**src/rtl/mie_pkg.sv**
```systemverilog
// Purpose: shared constants and types of the instruction execution tail
// Assumes: 8-bit data path, 15-bit program words, 12-bit program addresses
// Notes: register offsets sit on the plain register port, one byte each
`default_nettype none

package mie_pkg;

  // ----------------------------------------------------------------
  // widths
  // ----------------------------------------------------------------
  localparam int DW = 8;
  localparam int PW = 15;
  localparam int PAW = 12;
  localparam int RAW = 4;

  // ----------------------------------------------------------------
  // register offsets
  // ----------------------------------------------------------------
  localparam logic [RAW-1:0] REG_ACC = 4'h0;
  localparam logic [RAW-1:0] REG_STATUS = 4'h1;
  localparam logic [RAW-1:0] REG_TABLE_POINTER = 4'h2;
  localparam logic [RAW-1:0] REG_TABLE_HIGH = 4'h3;
  localparam logic [RAW-1:0] REG_CODE_PAGE = 4'h4;
  localparam logic [RAW-1:0] REG_EXEC_STATE = 4'h5;

  // ----------------------------------------------------------------
  // field positions and reset values
  // ----------------------------------------------------------------
  localparam int CARRY_POS = 0;
  localparam int HALF_CARRY_POS = 1;
  localparam int ZERO_POS = 2;
  localparam int SIGNED_RANGE_POS = 3;
  localparam int BUSY_POS = 0;
  localparam logic [DW-1:0] ACC_RST = 8'h00;
  localparam logic [3:0] STATUS_RST = 4'h0;
  localparam logic [DW-1:0] TABLE_POINTER_RST = 8'h00;
  localparam logic [6:0] TABLE_HIGH_RST = 7'h00;
  localparam logic [3:0] CODE_PAGE_RST = 4'h0;
  localparam logic [3:0] LAST_PAGE = 4'hf;
  localparam logic [DW-1:0] ALL_ONES = 8'hff;

  // ----------------------------------------------------------------
  // timing: cycles spent on the discarded instruction
  // ----------------------------------------------------------------
  localparam int DUMMY_CYCLES = 1;

  typedef enum logic [4:0] {
    OP_ROTATE_RIGHT_CARRY_TO_ACC = 5'h00, OP_SUBTRACT_WITH_BORROW = 5'h01,
    OP_SUBTRACT_BORROW_TO_MEMORY = 5'h02, OP_SUBTRACT = 5'h03,
    OP_SUBTRACT_TO_MEMORY = 5'h04, OP_SUBTRACT_IMMEDIATE = 5'h05,
    OP_DECREMENT_SKIP_IF_ZERO = 5'h06, OP_DECREMENT_TO_ACC_SKIP_IF_ZERO = 5'h07,
    OP_SET_BYTE = 5'h08, OP_SET_BIT = 5'h09,
    OP_INCREMENT_SKIP_IF_ZERO = 5'h0a, OP_INCREMENT_TO_ACC_SKIP_IF_ZERO = 5'h0b,
    OP_SKIP_IF_BIT_SET = 5'h0c, OP_SKIP_IF_BIT_CLEAR = 5'h0d,
    OP_NIBBLE_EXCHANGE = 5'h0e, OP_NIBBLE_EXCHANGE_TO_ACC = 5'h0f,
    OP_SKIP_IF_ZERO = 5'h10, OP_MOVE_AND_SKIP_IF_ZERO = 5'h11,
    OP_TABLE_READ_CURRENT_PAGE = 5'h12, OP_TABLE_READ_LAST_PAGE = 5'h13,
    OP_EXCLUSIVE_OR = 5'h14, OP_EXCLUSIVE_OR_IMMEDIATE = 5'h15,
    OP_EXCLUSIVE_OR_TO_MEMORY = 5'h16
  } mie_op_t;

  typedef enum logic [3:0] {
    S_IDLE = 4'b0001, S_FETCH = 4'b0010, S_EXEC = 4'b0100, S_DUMMY = 4'b1000
  } mie_state_t;

  typedef struct packed {
    mie_op_t op;
    logic [DW-1:0] addr;
    logic [2:0] bit_sel;
    logic [DW-1:0] imm;
  } mie_req_t;

  typedef struct packed {
    logic signed_range;
    logic zero;
    logic half_carry;
    logic carry;
  } mie_flags_t;

  typedef struct packed {
    logic rd;
    logic wr;
    logic [DW-1:0] addr;
    logic [DW-1:0] wdata;
  } mie_dmem_t;

  typedef struct packed {
    logic rd;
    logic [PAW-1:0] addr;
  } mie_pmem_t;

endpackage : mie_pkg

`default_nettype wire

```
**src/rtl/mie_exec.sv**
```systemverilog
// Purpose: execution tail of an 8-bit core: subtracts, skips, sets, swaps, table reads, xor
// Assumes: data memory and program memory answer a read strobe one cycle later
// Notes: every instruction runs issue, fetch, exec; a taken skip adds one dummy cycle
//
// How it works
// - rotate right through carry into acc: old carry to bit 7, bit 0 to carry
// - subtract with borrow: acc + ~m + carry, four flags, to acc or memory
// - decrement memory; when zero, drop prefetched instruction and add dummy cycle
// - decrement into acc, memory untouched, skip with dummy cycle when zero
// - byte set writes all ones, no flag changes
// - bit set forces only the selected bit to one
// - increment memory; when it wraps to zero, skip with dummy cycle
// - increment into acc, memory untouched, skip with dummy cycle when zero
// - skip with dummy cycle when the selected bit is one
// - subtract memory: acc + ~m + 1, four flags, to acc or memory
// - subtract immediate: acc + ~imm + 1 into acc, four flags
// - nibble exchange in place, no flags
// - nibble exchange into acc, memory and flags untouched
// - skip with dummy cycle when the whole operand is zero
// - copy operand into acc, skip with dummy cycle when it is zero
// - skip with dummy cycle when the selected bit is zero
// - current page table read: low byte to memory, high part to table high
// - last page table read: low byte to memory, high part to table high
// - xor with memory or immediate into acc, only zero flag changes
// - xor written back to memory, zero flag updated
`default_nettype none

module mie_exec
  import mie_pkg::*;
(
  // clock, reset, enable
  input wire logic core_clk,
  input wire logic nrst,
  input wire logic ce,
  // register port
  input wire logic [RAW-1:0] reg_addr,
  input wire logic [DW-1:0] reg_wdata,
  input wire logic reg_wr,
  input wire logic reg_rd,
  output logic [DW-1:0] reg_rdata,
  // instruction issue
  input wire logic issue_valid,
  input wire mie_req_t issue_req,
  output logic exec_busy,
  output logic exec_done,
  output logic skip_next,
  // data memory
  output mie_dmem_t dmem_req,
  input wire logic [DW-1:0] dmem_rdata,
  // program memory
  output mie_pmem_t pmem_req,
  input wire logic [PW-1:0] pmem_rdata
);

  // ----------------------------------------------------------------
  // state
  // ----------------------------------------------------------------
  typedef struct packed {
    mie_state_t state;
    mie_req_t req;
    logic [DW-1:0] acc;
    mie_flags_t flags;
    logic [DW-1:0] table_pointer;
    logic [6:0] table_high;
    logic [3:0] code_page;
    mie_dmem_t dmem;
    mie_pmem_t pmem;
    logic [DW-1:0] rdata;
    logic busy;
    logic done;
    logic skip;
  } mie_st_t;

  mie_st_t st_r;
  mie_st_t st_nxt;

  // ----------------------------------------------------------------
  // datapath
  // ----------------------------------------------------------------
  logic imm_op;
  logic borrow_op;
  logic cin;
  logic [DW-1:0] opnd;
  logic [DW-1:0] sub_b;
  logic [4:0] sum_lo;
  logic [7:0] sum_l7;
  logic [8:0] sum_full;
  mie_flags_t sub_flags;
  logic [DW-1:0] dec_val;
  logic [DW-1:0] inc_val;
  logic [DW-1:0] swp_val;
  logic [DW-1:0] xor_val;
  logic [DW-1:0] bit_mask;
  logic sel_bit;
  logic skip_cond;
  logic skip_op;

  assign imm_op = (st_r.req.op == OP_SUBTRACT_IMMEDIATE) ||
                  (st_r.req.op == OP_EXCLUSIVE_OR_IMMEDIATE);
  assign borrow_op = (st_r.req.op == OP_SUBTRACT_WITH_BORROW) ||
                     (st_r.req.op == OP_SUBTRACT_BORROW_TO_MEMORY);
  // borrow forms feed the carry, the others a constant one
  assign cin = borrow_op ? st_r.flags.carry : 1'b1;
  assign opnd = imm_op ? st_r.req.imm : dmem_rdata;
  assign sub_b = ~opnd;
  assign sum_lo = 5'({1'b0, st_r.acc[3:0]}) + 5'({1'b0, sub_b[3:0]}) + 5'(cin);
  assign sum_l7 = 8'({1'b0, st_r.acc[6:0]}) + 8'({1'b0, sub_b[6:0]}) + 8'(cin);
  assign sum_full = 9'({1'b0, st_r.acc}) + 9'({1'b0, sub_b}) + 9'(cin);
  // overflow is carry into bit 7 against carry out of it
  assign sub_flags.signed_range = sum_l7[7] ^ sum_full[8];
  assign sub_flags.zero = (sum_full[7:0] == 8'h00);
  assign sub_flags.half_carry = sum_lo[4];
  assign sub_flags.carry = sum_full[8];
  assign dec_val = dmem_rdata - 8'h01;
  assign inc_val = dmem_rdata + 8'h01;
  assign swp_val = {dmem_rdata[3:0], dmem_rdata[7:4]};
  assign xor_val = st_r.acc ^ opnd;
  assign bit_mask = 8'h01 << st_r.req.bit_sel;
  assign sel_bit = dmem_rdata[st_r.req.bit_sel];

  always_comb begin
    skip_op = 1'b1;
    case (st_r.req.op)
      OP_DECREMENT_SKIP_IF_ZERO, OP_DECREMENT_TO_ACC_SKIP_IF_ZERO: begin
        skip_cond = (dec_val == 8'h00);
      end
      OP_INCREMENT_SKIP_IF_ZERO, OP_INCREMENT_TO_ACC_SKIP_IF_ZERO: begin
        skip_cond = (inc_val == 8'h00);
      end
      OP_SKIP_IF_BIT_SET: begin
        skip_cond = sel_bit;
      end
      OP_SKIP_IF_BIT_CLEAR: begin
        skip_cond = !sel_bit;
      end
      OP_SKIP_IF_ZERO, OP_MOVE_AND_SKIP_IF_ZERO: begin
        skip_cond = (dmem_rdata == 8'h00);
      end
      default: begin
        skip_cond = 1'b0;
        skip_op = 1'b0;
      end
    endcase
  end

  // ----------------------------------------------------------------
  // next state
  // ----------------------------------------------------------------
  always_comb begin
    st_nxt = st_r;
    st_nxt.dmem.rd = 1'b0;
    st_nxt.dmem.wr = 1'b0;
    st_nxt.pmem.rd = 1'b0;
    st_nxt.done = 1'b0;
    st_nxt.skip = 1'b0;
    st_nxt.rdata = 8'h00;

    // register port; execution results below take priority
    if (reg_wr) begin
      if (reg_addr == REG_ACC) begin
        st_nxt.acc = reg_wdata;
      end else if (reg_addr == REG_STATUS) begin
        st_nxt.flags = mie_flags_t'(reg_wdata[3:0]);
      end else if (reg_addr == REG_TABLE_POINTER) begin
        st_nxt.table_pointer = reg_wdata;
      end else if (reg_addr == REG_CODE_PAGE) begin
        st_nxt.code_page = reg_wdata[3:0];
      end
    end
    if (reg_rd) begin
      if (reg_addr == REG_ACC) begin
        st_nxt.rdata = st_r.acc;
      end else if (reg_addr == REG_STATUS) begin
        st_nxt.rdata = {4'h0, st_r.flags};
      end else if (reg_addr == REG_TABLE_POINTER) begin
        st_nxt.rdata = st_r.table_pointer;
      end else if (reg_addr == REG_TABLE_HIGH) begin
        st_nxt.rdata = {1'b0, st_r.table_high};
      end else if (reg_addr == REG_CODE_PAGE) begin
        st_nxt.rdata = {4'h0, st_r.code_page};
      end else if (reg_addr == REG_EXEC_STATE) begin
        st_nxt.rdata = 8'(st_r.busy) << BUSY_POS;
      end
    end

    case (st_r.state)
      S_IDLE: begin
        if (issue_valid) begin
          st_nxt.req = issue_req;
          st_nxt.dmem.rd = 1'b1;
          st_nxt.dmem.addr = issue_req.addr;
          if (issue_req.op == OP_TABLE_READ_CURRENT_PAGE) begin
            st_nxt.pmem.rd = 1'b1;
            st_nxt.pmem.addr = {st_r.code_page, st_r.table_pointer};
          end else if (issue_req.op == OP_TABLE_READ_LAST_PAGE) begin
            st_nxt.pmem.rd = 1'b1;
            st_nxt.pmem.addr = {LAST_PAGE, st_r.table_pointer};
          end
          st_nxt.state = S_FETCH;
        end
      end
      S_FETCH: begin
        st_nxt.state = S_EXEC;
      end
      S_EXEC: begin
        st_nxt.dmem.wdata = dmem_rdata;
        case (st_r.req.op)
          OP_ROTATE_RIGHT_CARRY_TO_ACC: begin
            st_nxt.acc = {st_r.flags.carry, dmem_rdata[7:1]};
            st_nxt.flags.carry = dmem_rdata[0];
          end
          OP_SUBTRACT_WITH_BORROW, OP_SUBTRACT, OP_SUBTRACT_IMMEDIATE: begin
            st_nxt.acc = sum_full[7:0];
            st_nxt.flags = sub_flags;
          end
          OP_SUBTRACT_BORROW_TO_MEMORY, OP_SUBTRACT_TO_MEMORY: begin
            st_nxt.dmem.wr = 1'b1;
            st_nxt.dmem.wdata = sum_full[7:0];
            st_nxt.flags = sub_flags;
          end
          OP_DECREMENT_SKIP_IF_ZERO: begin
            st_nxt.dmem.wr = 1'b1;
            st_nxt.dmem.wdata = dec_val;
          end
          OP_DECREMENT_TO_ACC_SKIP_IF_ZERO: begin
            st_nxt.acc = dec_val;
          end
          OP_SET_BYTE: begin
            st_nxt.dmem.wr = 1'b1;
            st_nxt.dmem.wdata = ALL_ONES;
          end
          OP_SET_BIT: begin
            st_nxt.dmem.wr = 1'b1;
            st_nxt.dmem.wdata = dmem_rdata | bit_mask;
          end
          OP_INCREMENT_SKIP_IF_ZERO: begin
            st_nxt.dmem.wr = 1'b1;
            st_nxt.dmem.wdata = inc_val;
          end
          OP_INCREMENT_TO_ACC_SKIP_IF_ZERO: begin
            st_nxt.acc = inc_val;
          end
          OP_NIBBLE_EXCHANGE: begin
            st_nxt.dmem.wr = 1'b1;
            st_nxt.dmem.wdata = swp_val;
          end
          OP_NIBBLE_EXCHANGE_TO_ACC: begin
            st_nxt.acc = swp_val;
          end
          OP_MOVE_AND_SKIP_IF_ZERO: begin
            st_nxt.acc = dmem_rdata;
          end
          OP_TABLE_READ_CURRENT_PAGE, OP_TABLE_READ_LAST_PAGE: begin
            st_nxt.dmem.wr = 1'b1;
            st_nxt.dmem.wdata = pmem_rdata[7:0];
            st_nxt.table_high = pmem_rdata[14:8];
          end
          OP_EXCLUSIVE_OR, OP_EXCLUSIVE_OR_IMMEDIATE: begin
            st_nxt.acc = xor_val;
            st_nxt.flags.zero = (xor_val == 8'h00);
          end
          OP_EXCLUSIVE_OR_TO_MEMORY: begin
            st_nxt.dmem.wr = 1'b1;
            st_nxt.dmem.wdata = xor_val;
            st_nxt.flags.zero = (xor_val == 8'h00);
          end
          default: begin
          end
        endcase
        // a taken skip throws away the prefetch and spends a dummy cycle
        if (skip_op && skip_cond) begin
          st_nxt.skip = 1'b1;
          st_nxt.state = S_DUMMY;
        end else begin
          st_nxt.done = 1'b1;
          st_nxt.state = S_IDLE;
        end
      end
      S_DUMMY: begin
        st_nxt.done = 1'b1;
        st_nxt.state = S_IDLE;
      end
      default: begin
        st_nxt.state = S_IDLE;
      end
    endcase
    st_nxt.busy = (st_nxt.state != S_IDLE);
  end

  // ----------------------------------------------------------------
  // registers
  // ----------------------------------------------------------------
  always_ff @(posedge core_clk) begin
    if (!nrst) begin
      st_r.state <= S_IDLE;
      st_r.req <= '0;
      st_r.acc <= ACC_RST;
      st_r.flags <= mie_flags_t'(STATUS_RST);
      st_r.table_pointer <= TABLE_POINTER_RST;
      st_r.table_high <= TABLE_HIGH_RST;
      st_r.code_page <= CODE_PAGE_RST;
      st_r.dmem <= '0;
      st_r.pmem <= '0;
      st_r.rdata <= 8'h00;
      st_r.busy <= 1'b0;
      st_r.done <= 1'b0;
      st_r.skip <= 1'b0;
    end else if (ce) begin
      st_r <= st_nxt;
    end
  end

  assign reg_rdata = st_r.rdata;
  assign exec_busy = st_r.busy;
  assign exec_done = st_r.done;
  assign skip_next = st_r.skip;
  assign dmem_req = st_r.dmem;
  assign pmem_req = st_r.pmem;

  // ----------------------------------------------------------------
  // assertions
  // ----------------------------------------------------------------
  logic exec_go;
  assign exec_go = ce && (st_r.state == S_EXEC);

  rotate_acc_a: assert property (@(posedge core_clk) disable iff (!nrst)
    exec_go && st_r.req.op == OP_ROTATE_RIGHT_CARRY_TO_ACC |=>
      st_r.acc == {$past(st_r.flags.carry), $past(dmem_rdata[7:1])} &&
      st_r.flags.carry == $past(dmem_rdata[0]) && !st_r.dmem.wr)
    else $error("rotate through carry result wrong");

  borrow_sub_a: assert property (@(posedge core_clk) disable iff (!nrst)
    exec_go && st_r.req.op == OP_SUBTRACT_BORROW_TO_MEMORY |=>
      st_r.dmem.wr && st_r.dmem.wdata == $past(sum_full[7:0]) &&
      st_r.flags.carry == $past(sum_full[8]) && st_r.acc == $past(st_r.acc))
    else $error("subtract with borrow to memory wrong");

  dec_skip_a: assert property (@(posedge core_clk) disable iff (!nrst)
    exec_go && st_r.req.op == OP_DECREMENT_SKIP_IF_ZERO && dmem_rdata == 8'h01 |=>
      skip_next && !exec_done && st_r.dmem.wr && st_r.dmem.wdata == 8'h00 &&
      st_r.state == S_DUMMY)
    else $error("decrement skip not taken");

  set_byte_a: assert property (@(posedge core_clk) disable iff (!nrst)
    exec_go && st_r.req.op == OP_SET_BYTE |=>
      st_r.dmem.wdata == 8'hff && st_r.dmem.wr && $stable(st_r.flags))
    else $error("byte set wrong");

  set_bit_a: assert property (@(posedge core_clk) disable iff (!nrst)
    exec_go && st_r.req.op == OP_SET_BIT |=>
      st_r.dmem.wdata[$past(st_r.req.bit_sel)] &&
      (st_r.dmem.wdata & ~$past(bit_mask)) == ($past(dmem_rdata) & ~$past(bit_mask)))
    else $error("bit set touched other bits");

  inc_acc_a: assert property (@(posedge core_clk) disable iff (!nrst)
    exec_go && st_r.req.op == OP_INCREMENT_TO_ACC_SKIP_IF_ZERO |=>
      st_r.acc == $past(dmem_rdata) + 8'h01 && !st_r.dmem.wr &&
      skip_next == ($past(dmem_rdata) == 8'hff))
    else $error("increment to acc wrong");

  swap_mem_a: assert property (@(posedge core_clk) disable iff (!nrst)
    exec_go && st_r.req.op == OP_NIBBLE_EXCHANGE |=>
      st_r.dmem.wdata == {$past(dmem_rdata[3:0]), $past(dmem_rdata[7:4])} &&
      $stable(st_r.flags))
    else $error("nibble exchange wrong");

  last_page_a: assert property (@(posedge core_clk) disable iff (!nrst)
    ce && st_r.state == S_IDLE && issue_valid &&
    issue_req.op == OP_TABLE_READ_LAST_PAGE |=>
      pmem_req.rd && pmem_req.addr == {LAST_PAGE, $past(st_r.table_pointer)})
    else $error("last page table address wrong");

  xor_mem_a: assert property (@(posedge core_clk) disable iff (!nrst)
    exec_go && st_r.req.op == OP_EXCLUSIVE_OR_TO_MEMORY |=>
      st_r.dmem.wdata == ($past(st_r.acc) ^ $past(dmem_rdata)) &&
      st_r.flags.zero == ($past(st_r.acc) == $past(dmem_rdata)))
    else $error("xor to memory wrong");

  no_skip_a: assert property (@(posedge core_clk) disable iff (!nrst)
    exec_go && skip_op && !skip_cond |=> exec_done && !skip_next && !exec_busy)
    else $error("untaken skip did not finish in one cycle");

  skip_taken_c: cover property (@(posedge core_clk) disable iff (!nrst)
    skip_next ##1 exec_done);
  table_read_c: cover property (@(posedge core_clk) disable iff (!nrst)
    exec_go && st_r.req.op == OP_TABLE_READ_CURRENT_PAGE);
  sub_overflow_c: cover property (@(posedge core_clk) disable iff (!nrst)
    exec_go && st_r.req.op == OP_SUBTRACT_IMMEDIATE && sub_flags.signed_range);

endmodule : mie_exec

`default_nettype wire

```
**config.mk**
```make
export PLATFORM = sky130hd
export DESIGN_NAME = mie_exec
export DESIGN_NICKNAME = d
export VERILOG_FILES = /design/src/rtl/mie_pkg.sv /design/src/rtl/mie_exec.sv
export SDC_FILE = /design/constraint.sdc
export NUM_CORES = 1
export LEC_CHECK = 0
export BUFFER_PORTS_ARGS = -buffer_cell sky130_fd_sc_hd__buf_4
export CORE_MARGIN = 3
export CORE_UTILIZATION = 40
export CTS_CLUSTER_SIZE = 30
export DETAILED_ROUTE_END_ITERATION = 6
export GPL_ROUTABILITY_DRIVEN = 1
export SLEW_MARGIN = 20
export SYNTH_ARGS = -nofsm -noshare
export SYNTH_HDL_FRONTEND = slang
export SYNTH_SLANG_ARGS = --single-unit
```
**constraint.sdc**
```tcl
create_clock -name core_clk -period 3.2 [get_ports core_clk]
set_input_delay 0.32 -clock core_clk [delete_from_list [all_inputs] [get_ports core_clk]]
set_output_delay 0.32 -clock core_clk [all_outputs]
set_load 0.005 [all_outputs]
```
==> metrics.yaml, run 1 <==
critical_path:
  crit_chain: "nand2b_1 > nor3b_1 > buf_4 > buf_4 > buf_4 > mux2i_1 > ha_1 > buf_4 > nor2b_1 > a221o_1 > nor2_1 > nor2_1 > o311a_1"
  setup.worst_path.end_class: "flop"
  cp.required_ns: 3.43
  slowest_delay_ns: 0.35
  worstPathArrival_ns: 3.29
  crit_top_cell: "buf_4"
  crit_type: "flop to flop"
  cp-start-kind: "flop"
  cp_max_fo: 7
  worst_path_max_delay_cell: "a221o_1"
clock_tree:
  clk_pin_slew_ns: 0.07
  clk_latency_ns: 0.35
  clock-root-buffer: "clkbuf_16"
  cts_hold_buf: 0
  cts_max_path_buffers: 2
  ctsHtreeMaxLevel: 3
  numCtsBuffers: 9
  cts.sinks: 93
  cts_tree: "built"
power_and_ir_drop:
  peakVddDrop_uv: 260
  power_density_nw_per_um2: 380
  p_total_w: 0.00289
  leakage_nw: 2.96
floorplanning:
  die-area_um2: 17900
  coreArea_um2: 15900
  start_util: 0.410
  rows: 46
  die_w_um: 134
  io_pins: 107
  die-height_um: 134
sta:
  hold_viol: 0
  fmax_ghz: 0.327
  relSlewSlack: 0.434
  setup_viol: 0
  period_needed_ns: 3.06
  final.setup.tns_ns: 0
  fin_skew_ns: 0.00706
  rsz0062_at_grt: "no"
  slew_violations: 0
  tightestPinTransition_ns: 0.848
  fin_crit_sh: 0.955
detailed_routing:
  wl_met1_um: 10100
  num_vias: 6572
  wl_met2_um: 9610
  first_pass_iters: 5
  postRouteAntennaNets: 0
  wire_per_inst_um: 19.6
  route.met3.wl_um: 1720
  routed.top_layer: "met4"
  wl_um: 22100
  via_per_inst: 5.84
  drc: 0
  drt_iter0_markers: 573
place:
  port_buffers: 106
  gp_congestion: 1.01
  dp_hpwl_um: 16300
cells_and_area:
  mostFrequentLayoutCells: "buf_4 (138), nand2_1 (104), dfxtp_1 (93)"
  n_antenna_cell: 0
  drive_above_1_share: 0.204
  area_growth_pct: 16.4
  num-nets-final: 984
  final_common_cell: "buf_4"
global_route:
  grt_antenna_before_repair: 0
  grt.total_usage: 0.243
  grt_pass1_wl_um: 34600
  grt_overflow: 0
  grt_max_degree: 44
  grt_pass1_vias: 6203
yosys:
  synthDominantCellAreaShare: 0.285
  syn_avg_cell_area_um2: 7.58
  synth_nets: 941
  synth_seq_cells: 93
  async_flop_share: 0
  yosys.area.top_type: "dfxtp_1"
  synthFlopType: "dfxtp_1"
  yosysWarnings: 0
  synthesis.area_um2: 6530
  ys_types: 84
  syn_inst: 862
  seq_area_frac_synth: 0.285
  ys_top_cells_by_area: "dfxtp_1 (29%), a21oi_1 (6.4%), nand2_1 (6.0%), mux2i_1 (5.4%), buf_4 (5.3%)"
  synth_edf_count: 0
min_path:
  hold_path.class: "input pin to flop"
job:
  maxCapViolCount: 0
outcome:
  outcome: "completed"
[layer usage]
metal  GRT usage  up-vias
met3      0.0540       44
met5           0        -
met4      0.0914        0
met1       0.341     3065
li1            -     3172
met2       0.367      291
[power breakdown]
group	leakage, nW	internal (W)	switching, W
Clock	0.152	0.000687	0.000476
Sequential	0.753	0.00118	0.0000242
Combinational	2.06	0.000204	0.000313
Total	2.96	0.00207	0.000813
[state kept, by name (all words and copies together), names as in the netlist]
name	cells
reg_rdata	8
exec_busy	1
dmem_req	18
skip_next	1
exec_done	1
st_r	51
pmem_req	13
[per-stage QoR]
stage	instances	hold WS (ns)	setup WS [ns]	instance area [um2]	utilization
floorplan	862	0.432	0.00513	6560	-
global placement	1107	0.443	0.187	7250	0.455
detailed placement	1107	0.447	0.132	7250	0.455
CTS	1123	0.200	0.102	7580	0.475
global route	1126	0.209	0.00358	7600	0.477
finish	1126	0.213	0.143	7600	0.477
[layout make-up]
cell class / count / area [um2]
well taps: 216 / 270
clock buffers: 9 / 225
fillers: 1655 / 8340
inverters: 16 / 60.1
repair buffers: 138 / 1040
multi-input cells: 647 / 4050
flip-flops and latches: 93 / 1860
clock inverters: 7 / 97.6
[worst paths after layout]
path                 start            to  slack, ns  depth (start not counted)
min          issue_req[17]  dmem_req[14]       0.21                          3
min reg2reg    dmem_req[0]   dmem_req[0]       0.45                          2
max               st_r[95]   dmem_req[6]       0.14                         13
max reg2reg       st_r[95]   dmem_req[6]       0.14                         13
[cell families (layout without fill, tap and decap cells)]
group           Yosys count  in the layout  share of synthesized area
buf+inv                 122            170                      0.101
fa+ha+maj                14             14                     0.0291
flops                    93             93                      0.285
xor+xnor                 18             18                     0.0241
mux                      37             37                     0.0571
simple gates            331            331                      0.256
compound gates          247            247                      0.248
[critical path: cells and delay by family (launching register included)]
family / cells / cell delay, ns
multiplexers: 1 / 0.34
adder cells (fa/ha/maj): 1 / 0.33
AO/OA/AOI/OAI: 2 / 0.68
buffers and inverters: 4 / 0.63
flip-flops: 1 / 0.31
AND/OR/NAND/NOR: 5 / 0.68
[cell usage after synthesis, drive strengths merged (7+ instances only)]
cell / instances
nor3: 22
o21ai: 32
mux2i: 35
a22oi: 19
nand3: 25
o211ai: 11
a31oi: 12
clkbuf: 39
buf: 67
o22ai: 14
xnor2: 9
nor2: 90
nand3b: 8
a21oi: 85
nand2b: 7
a21o: 7
o21a: 8
inv: 16
and2: 7
dfxtp: 93
ha: 12
xor2: 9
nor2b: 10
nand4: 7
nand2: 105
[what timing repair did]
item,in CTS,in global routing
buffers inserted,0,3
setup endpoints to repair,0,4
gates resized for setup,0,2
Power figures use the tool's default switching activity.
==> inputs of run 2 (changes only) <==
--- a/config.mk
+++ b/config.mk
@@ -17 +17,2 @@
 export SYNTH_SLANG_ARGS = --single-unit
+export TNS_END_PERCENT = 10
==> constraint.sdc (replaced) <==
create_clock -name core_clk -period 3.2 [get_ports core_clk]
set_input_delay 0.64 -clock core_clk [delete_from_list [all_inputs] [get_ports core_clk]]
set_output_delay 0.64 -clock core_clk [all_outputs]
set_load 0.005 [all_outputs]
==> run 2 against run 1 <==
Net effect:
- non-clock buffer count shrank 1
- maximum frequency shrank 1.3%
- setup slack lost 0.042 ns
- clock power is essentially flat
- cell count is essentially flat
- critical endpoint is now dmem_req[2]
- largest cell class unchanged
- highest routed layer unchanged
==> metrics.yaml, run 2 (same netlist as run 1, synthesis figures left out) <==
outcome:
  outcome: "completed"
clock_tree:
  cts.sinks: 93  # unchanged
  ctsHtreeMaxLevel: 3  # unchanged
  cts_max_path_buffers: 2  # unchanged
  numCtsBuffers: 9  # unchanged
  cts_tree: "built"
  clock-root-buffer: "clkbuf_16"
  clk_latency_ns: 0.35  # about the same
  clk_pin_slew_ns: 0.06  # about the same
detailed_routing:
  num_vias: 6522  # -0.76%
  wire_per_inst_um: 19.2  # -2.0%
  via_per_inst: 5.80  # -0.67%
  drc: 0  # unchanged
  first_pass_iters: 5  # unchanged
  wl_um: 21600  # -2.0%
  drt_iter0_markers: 750  # +31%
  postRouteAntennaNets: 0  # unchanged
floorplanning:
  die_w_um: 134  # unchanged
  start_util: 0.410  # unchanged
  coreArea_um2: 15900  # unchanged
  die-height_um: 134  # unchanged
  rows: 46  # unchanged
  io_pins: 107  # unchanged
  die-area_um2: 17900  # unchanged
global_route:
  grt_antenna_before_repair: 0  # unchanged
  grt_pass1_vias: 6011  # -3.1%
  grt.total_usage: 0.239  # -0.00434
  grt_max_degree: 37  # -16%
  grt_overflow: 0  # unchanged
  grt_pass1_wl_um: 33900  # -1.9%
cells_and_area:
  n_antenna_cell: 0  # unchanged
  mostFrequentLayoutCells: "buf_4 (136), nand2_1 (104), dfxtp_1 (93)"
  num-nets-final: 983  # -0.10%
  final_common_cell: "buf_4"
  nFillCells: 1666  # +0.66%
  drive_above_1_share: 0.207  # +0.00243
  layout.cells.non_filler: 1125  # -0.089%
  area_growth_pct: 16.8
  regMostFlops: "st_r"
  largest_reg_flops: 51  # unchanged
critical_path:
  crit_top_cell: "fa_2"
  cp-start-kind: "flop"
  crit_type: "flop to flop"
  worst_path_max_delay_cell: "a2111oi_0"
  setup.worst_path.end_class: "flop"
  crit_family: "compound AO/OA/AOI/OAI gates"
  cp_max_fo: 8  # +1
  slowest_delay_ns: 0.63  # +0.28 ns
  cp.required_ns: 3.44  # about the same
  crit_chain: "nand2b_1 > nor3b_2 > buf_4 > nor2_1 > a21oi_2 > fa_2 > inv_2 > fa_2 > xor2_1 > o211ai_1 > a2111oi_0 > a21o_1 > a21oi_1"
  crit_buf_inv: 2  # -2
  worstPathArrival_ns: 3.34  # +0.05 ns
place:
  placed_cells: 1108  # +0.090%
  dp_hpwl_um: 16000  # -1.4%
  gp_congestion: 0.957  # -5.2%
  port_buffers: 106  # unchanged
sta:
  final.setup.tns_ns: 0  # unchanged
  hold_viol: 0  # unchanged
  fin_skew_ns: 0.00722  # +0.000163 ns
  rsz0062_at_grt: "yes"
  fmax_ghz: 0.323  # -1.3%
  slew_violations: 0  # unchanged
  tightestPinTransition_ns: 0.870  # +0.0220 ns
  period_needed_ns: 3.10  # +0.0416 ns
  setup_viol: 0  # unchanged
  fin_crit_sh: 0.968  # +0.0130
  relSlewSlack: 0.419  # -0.0147
min_path:
  hold_path.class: "flop to flop"
job:
  maxCapViolCount: 0  # unchanged
power_and_ir_drop:
  power_density_nw_per_um2: 382  # +0.50%
  p_total_w: 0.00291  # +0.89%
  peakVddDrop_uv: 397  # +53%
  leakage_nw: 2.98  # +0.51%
run 2: cell types whose count changed in the layout (fill, tap and decap cells not counted), sizes merged:
cell	delta
inv	+1
buf	-1
clkinvlp	-2
clkbuf	+1
run 2: routing by layer:
layer	vias to the layer above	GRT usage	share of wire
met5	-	0	0
met4	0	0.0674	0.021
met3	33	0.0518	0.070
met2	254	0.354	0.44
met1	3067	0.350	0.47
li1	3168	-	-
run 2: stage by stage:
stage	area (um2)	util	setup WS [ns]	hold slack, ns
after floorplan	6560	-	0.00513	0.432
after global placement	7270	0.456	0.143	0.443
after detailed placement	7270	0.456	0.106	0.448
after CTS	7610	0.477	0.101	0.458
after global routing	7630	0.479	-0.0135	0.476
final	7630	0.479	0.101	0.451
run 2: timing repair:
item	in CTS	in global routing
hold buffers	0	0
setup endpoints to repair	0	8
buffers inserted	0	1
gates resized for setup	0	4
run 2: final timing paths:
path | start | end | slack, ns | cells after the start
worst max-delay path | st_r[95] | dmem_req[2] | 0.10 | 13
worst max register to register | st_r[95] | dmem_req[2] | 0.10 | 13
worst min register to register | dmem_req[0] | dmem_req[0] | 0.45 | 2
worst min-delay path | dmem_req[0] | dmem_req[0] | 0.45 | 2
run 2: worst register-to-register path: stages, from the launching register on:
cell,delay (ns)
dfxtp_1,0.32
nand2b_1,0.17
nor3b_2,0.16
buf_4,0.19
nor2_1,0.06
a21oi_2,0.15
fa_2,0.26
inv_2,0.05
fa_2,0.43
xor2_1,0.22
o211ai_1,0.09
a2111oi_0,0.63
a21o_1,0.20
a21oi_1,0.06
run 2: power by group:
group / leakage (nW) / switching, W / total [W] / internal (W)
combinational: 2.06 / 0.000311 / 0.000519 / 0.000208
clock: 0.165 / 0.000474 / 0.00119 / 0.000714
sequential: 0.753 / 0.0000240 / 0.00120 / 0.00118
run 2: layout make-up:
| class | count | area (um2) | share of cell area |
|---|---|---|---|
| clock buffers | 10 | 239 | 0.0313 |
| clock inverters | 6 | 93.8 | 0.0123 |
| inverters | 16 | 60.1 | 0.00787 |
| multi-input cells | 647 | 4070 | 0.533 |
| flip-flops and latches | 93 | 1860 | 0.244 |
| well taps | 216 | 270 | 0.0354 |
| repair buffers | 137 | 1040 | 0.136 |
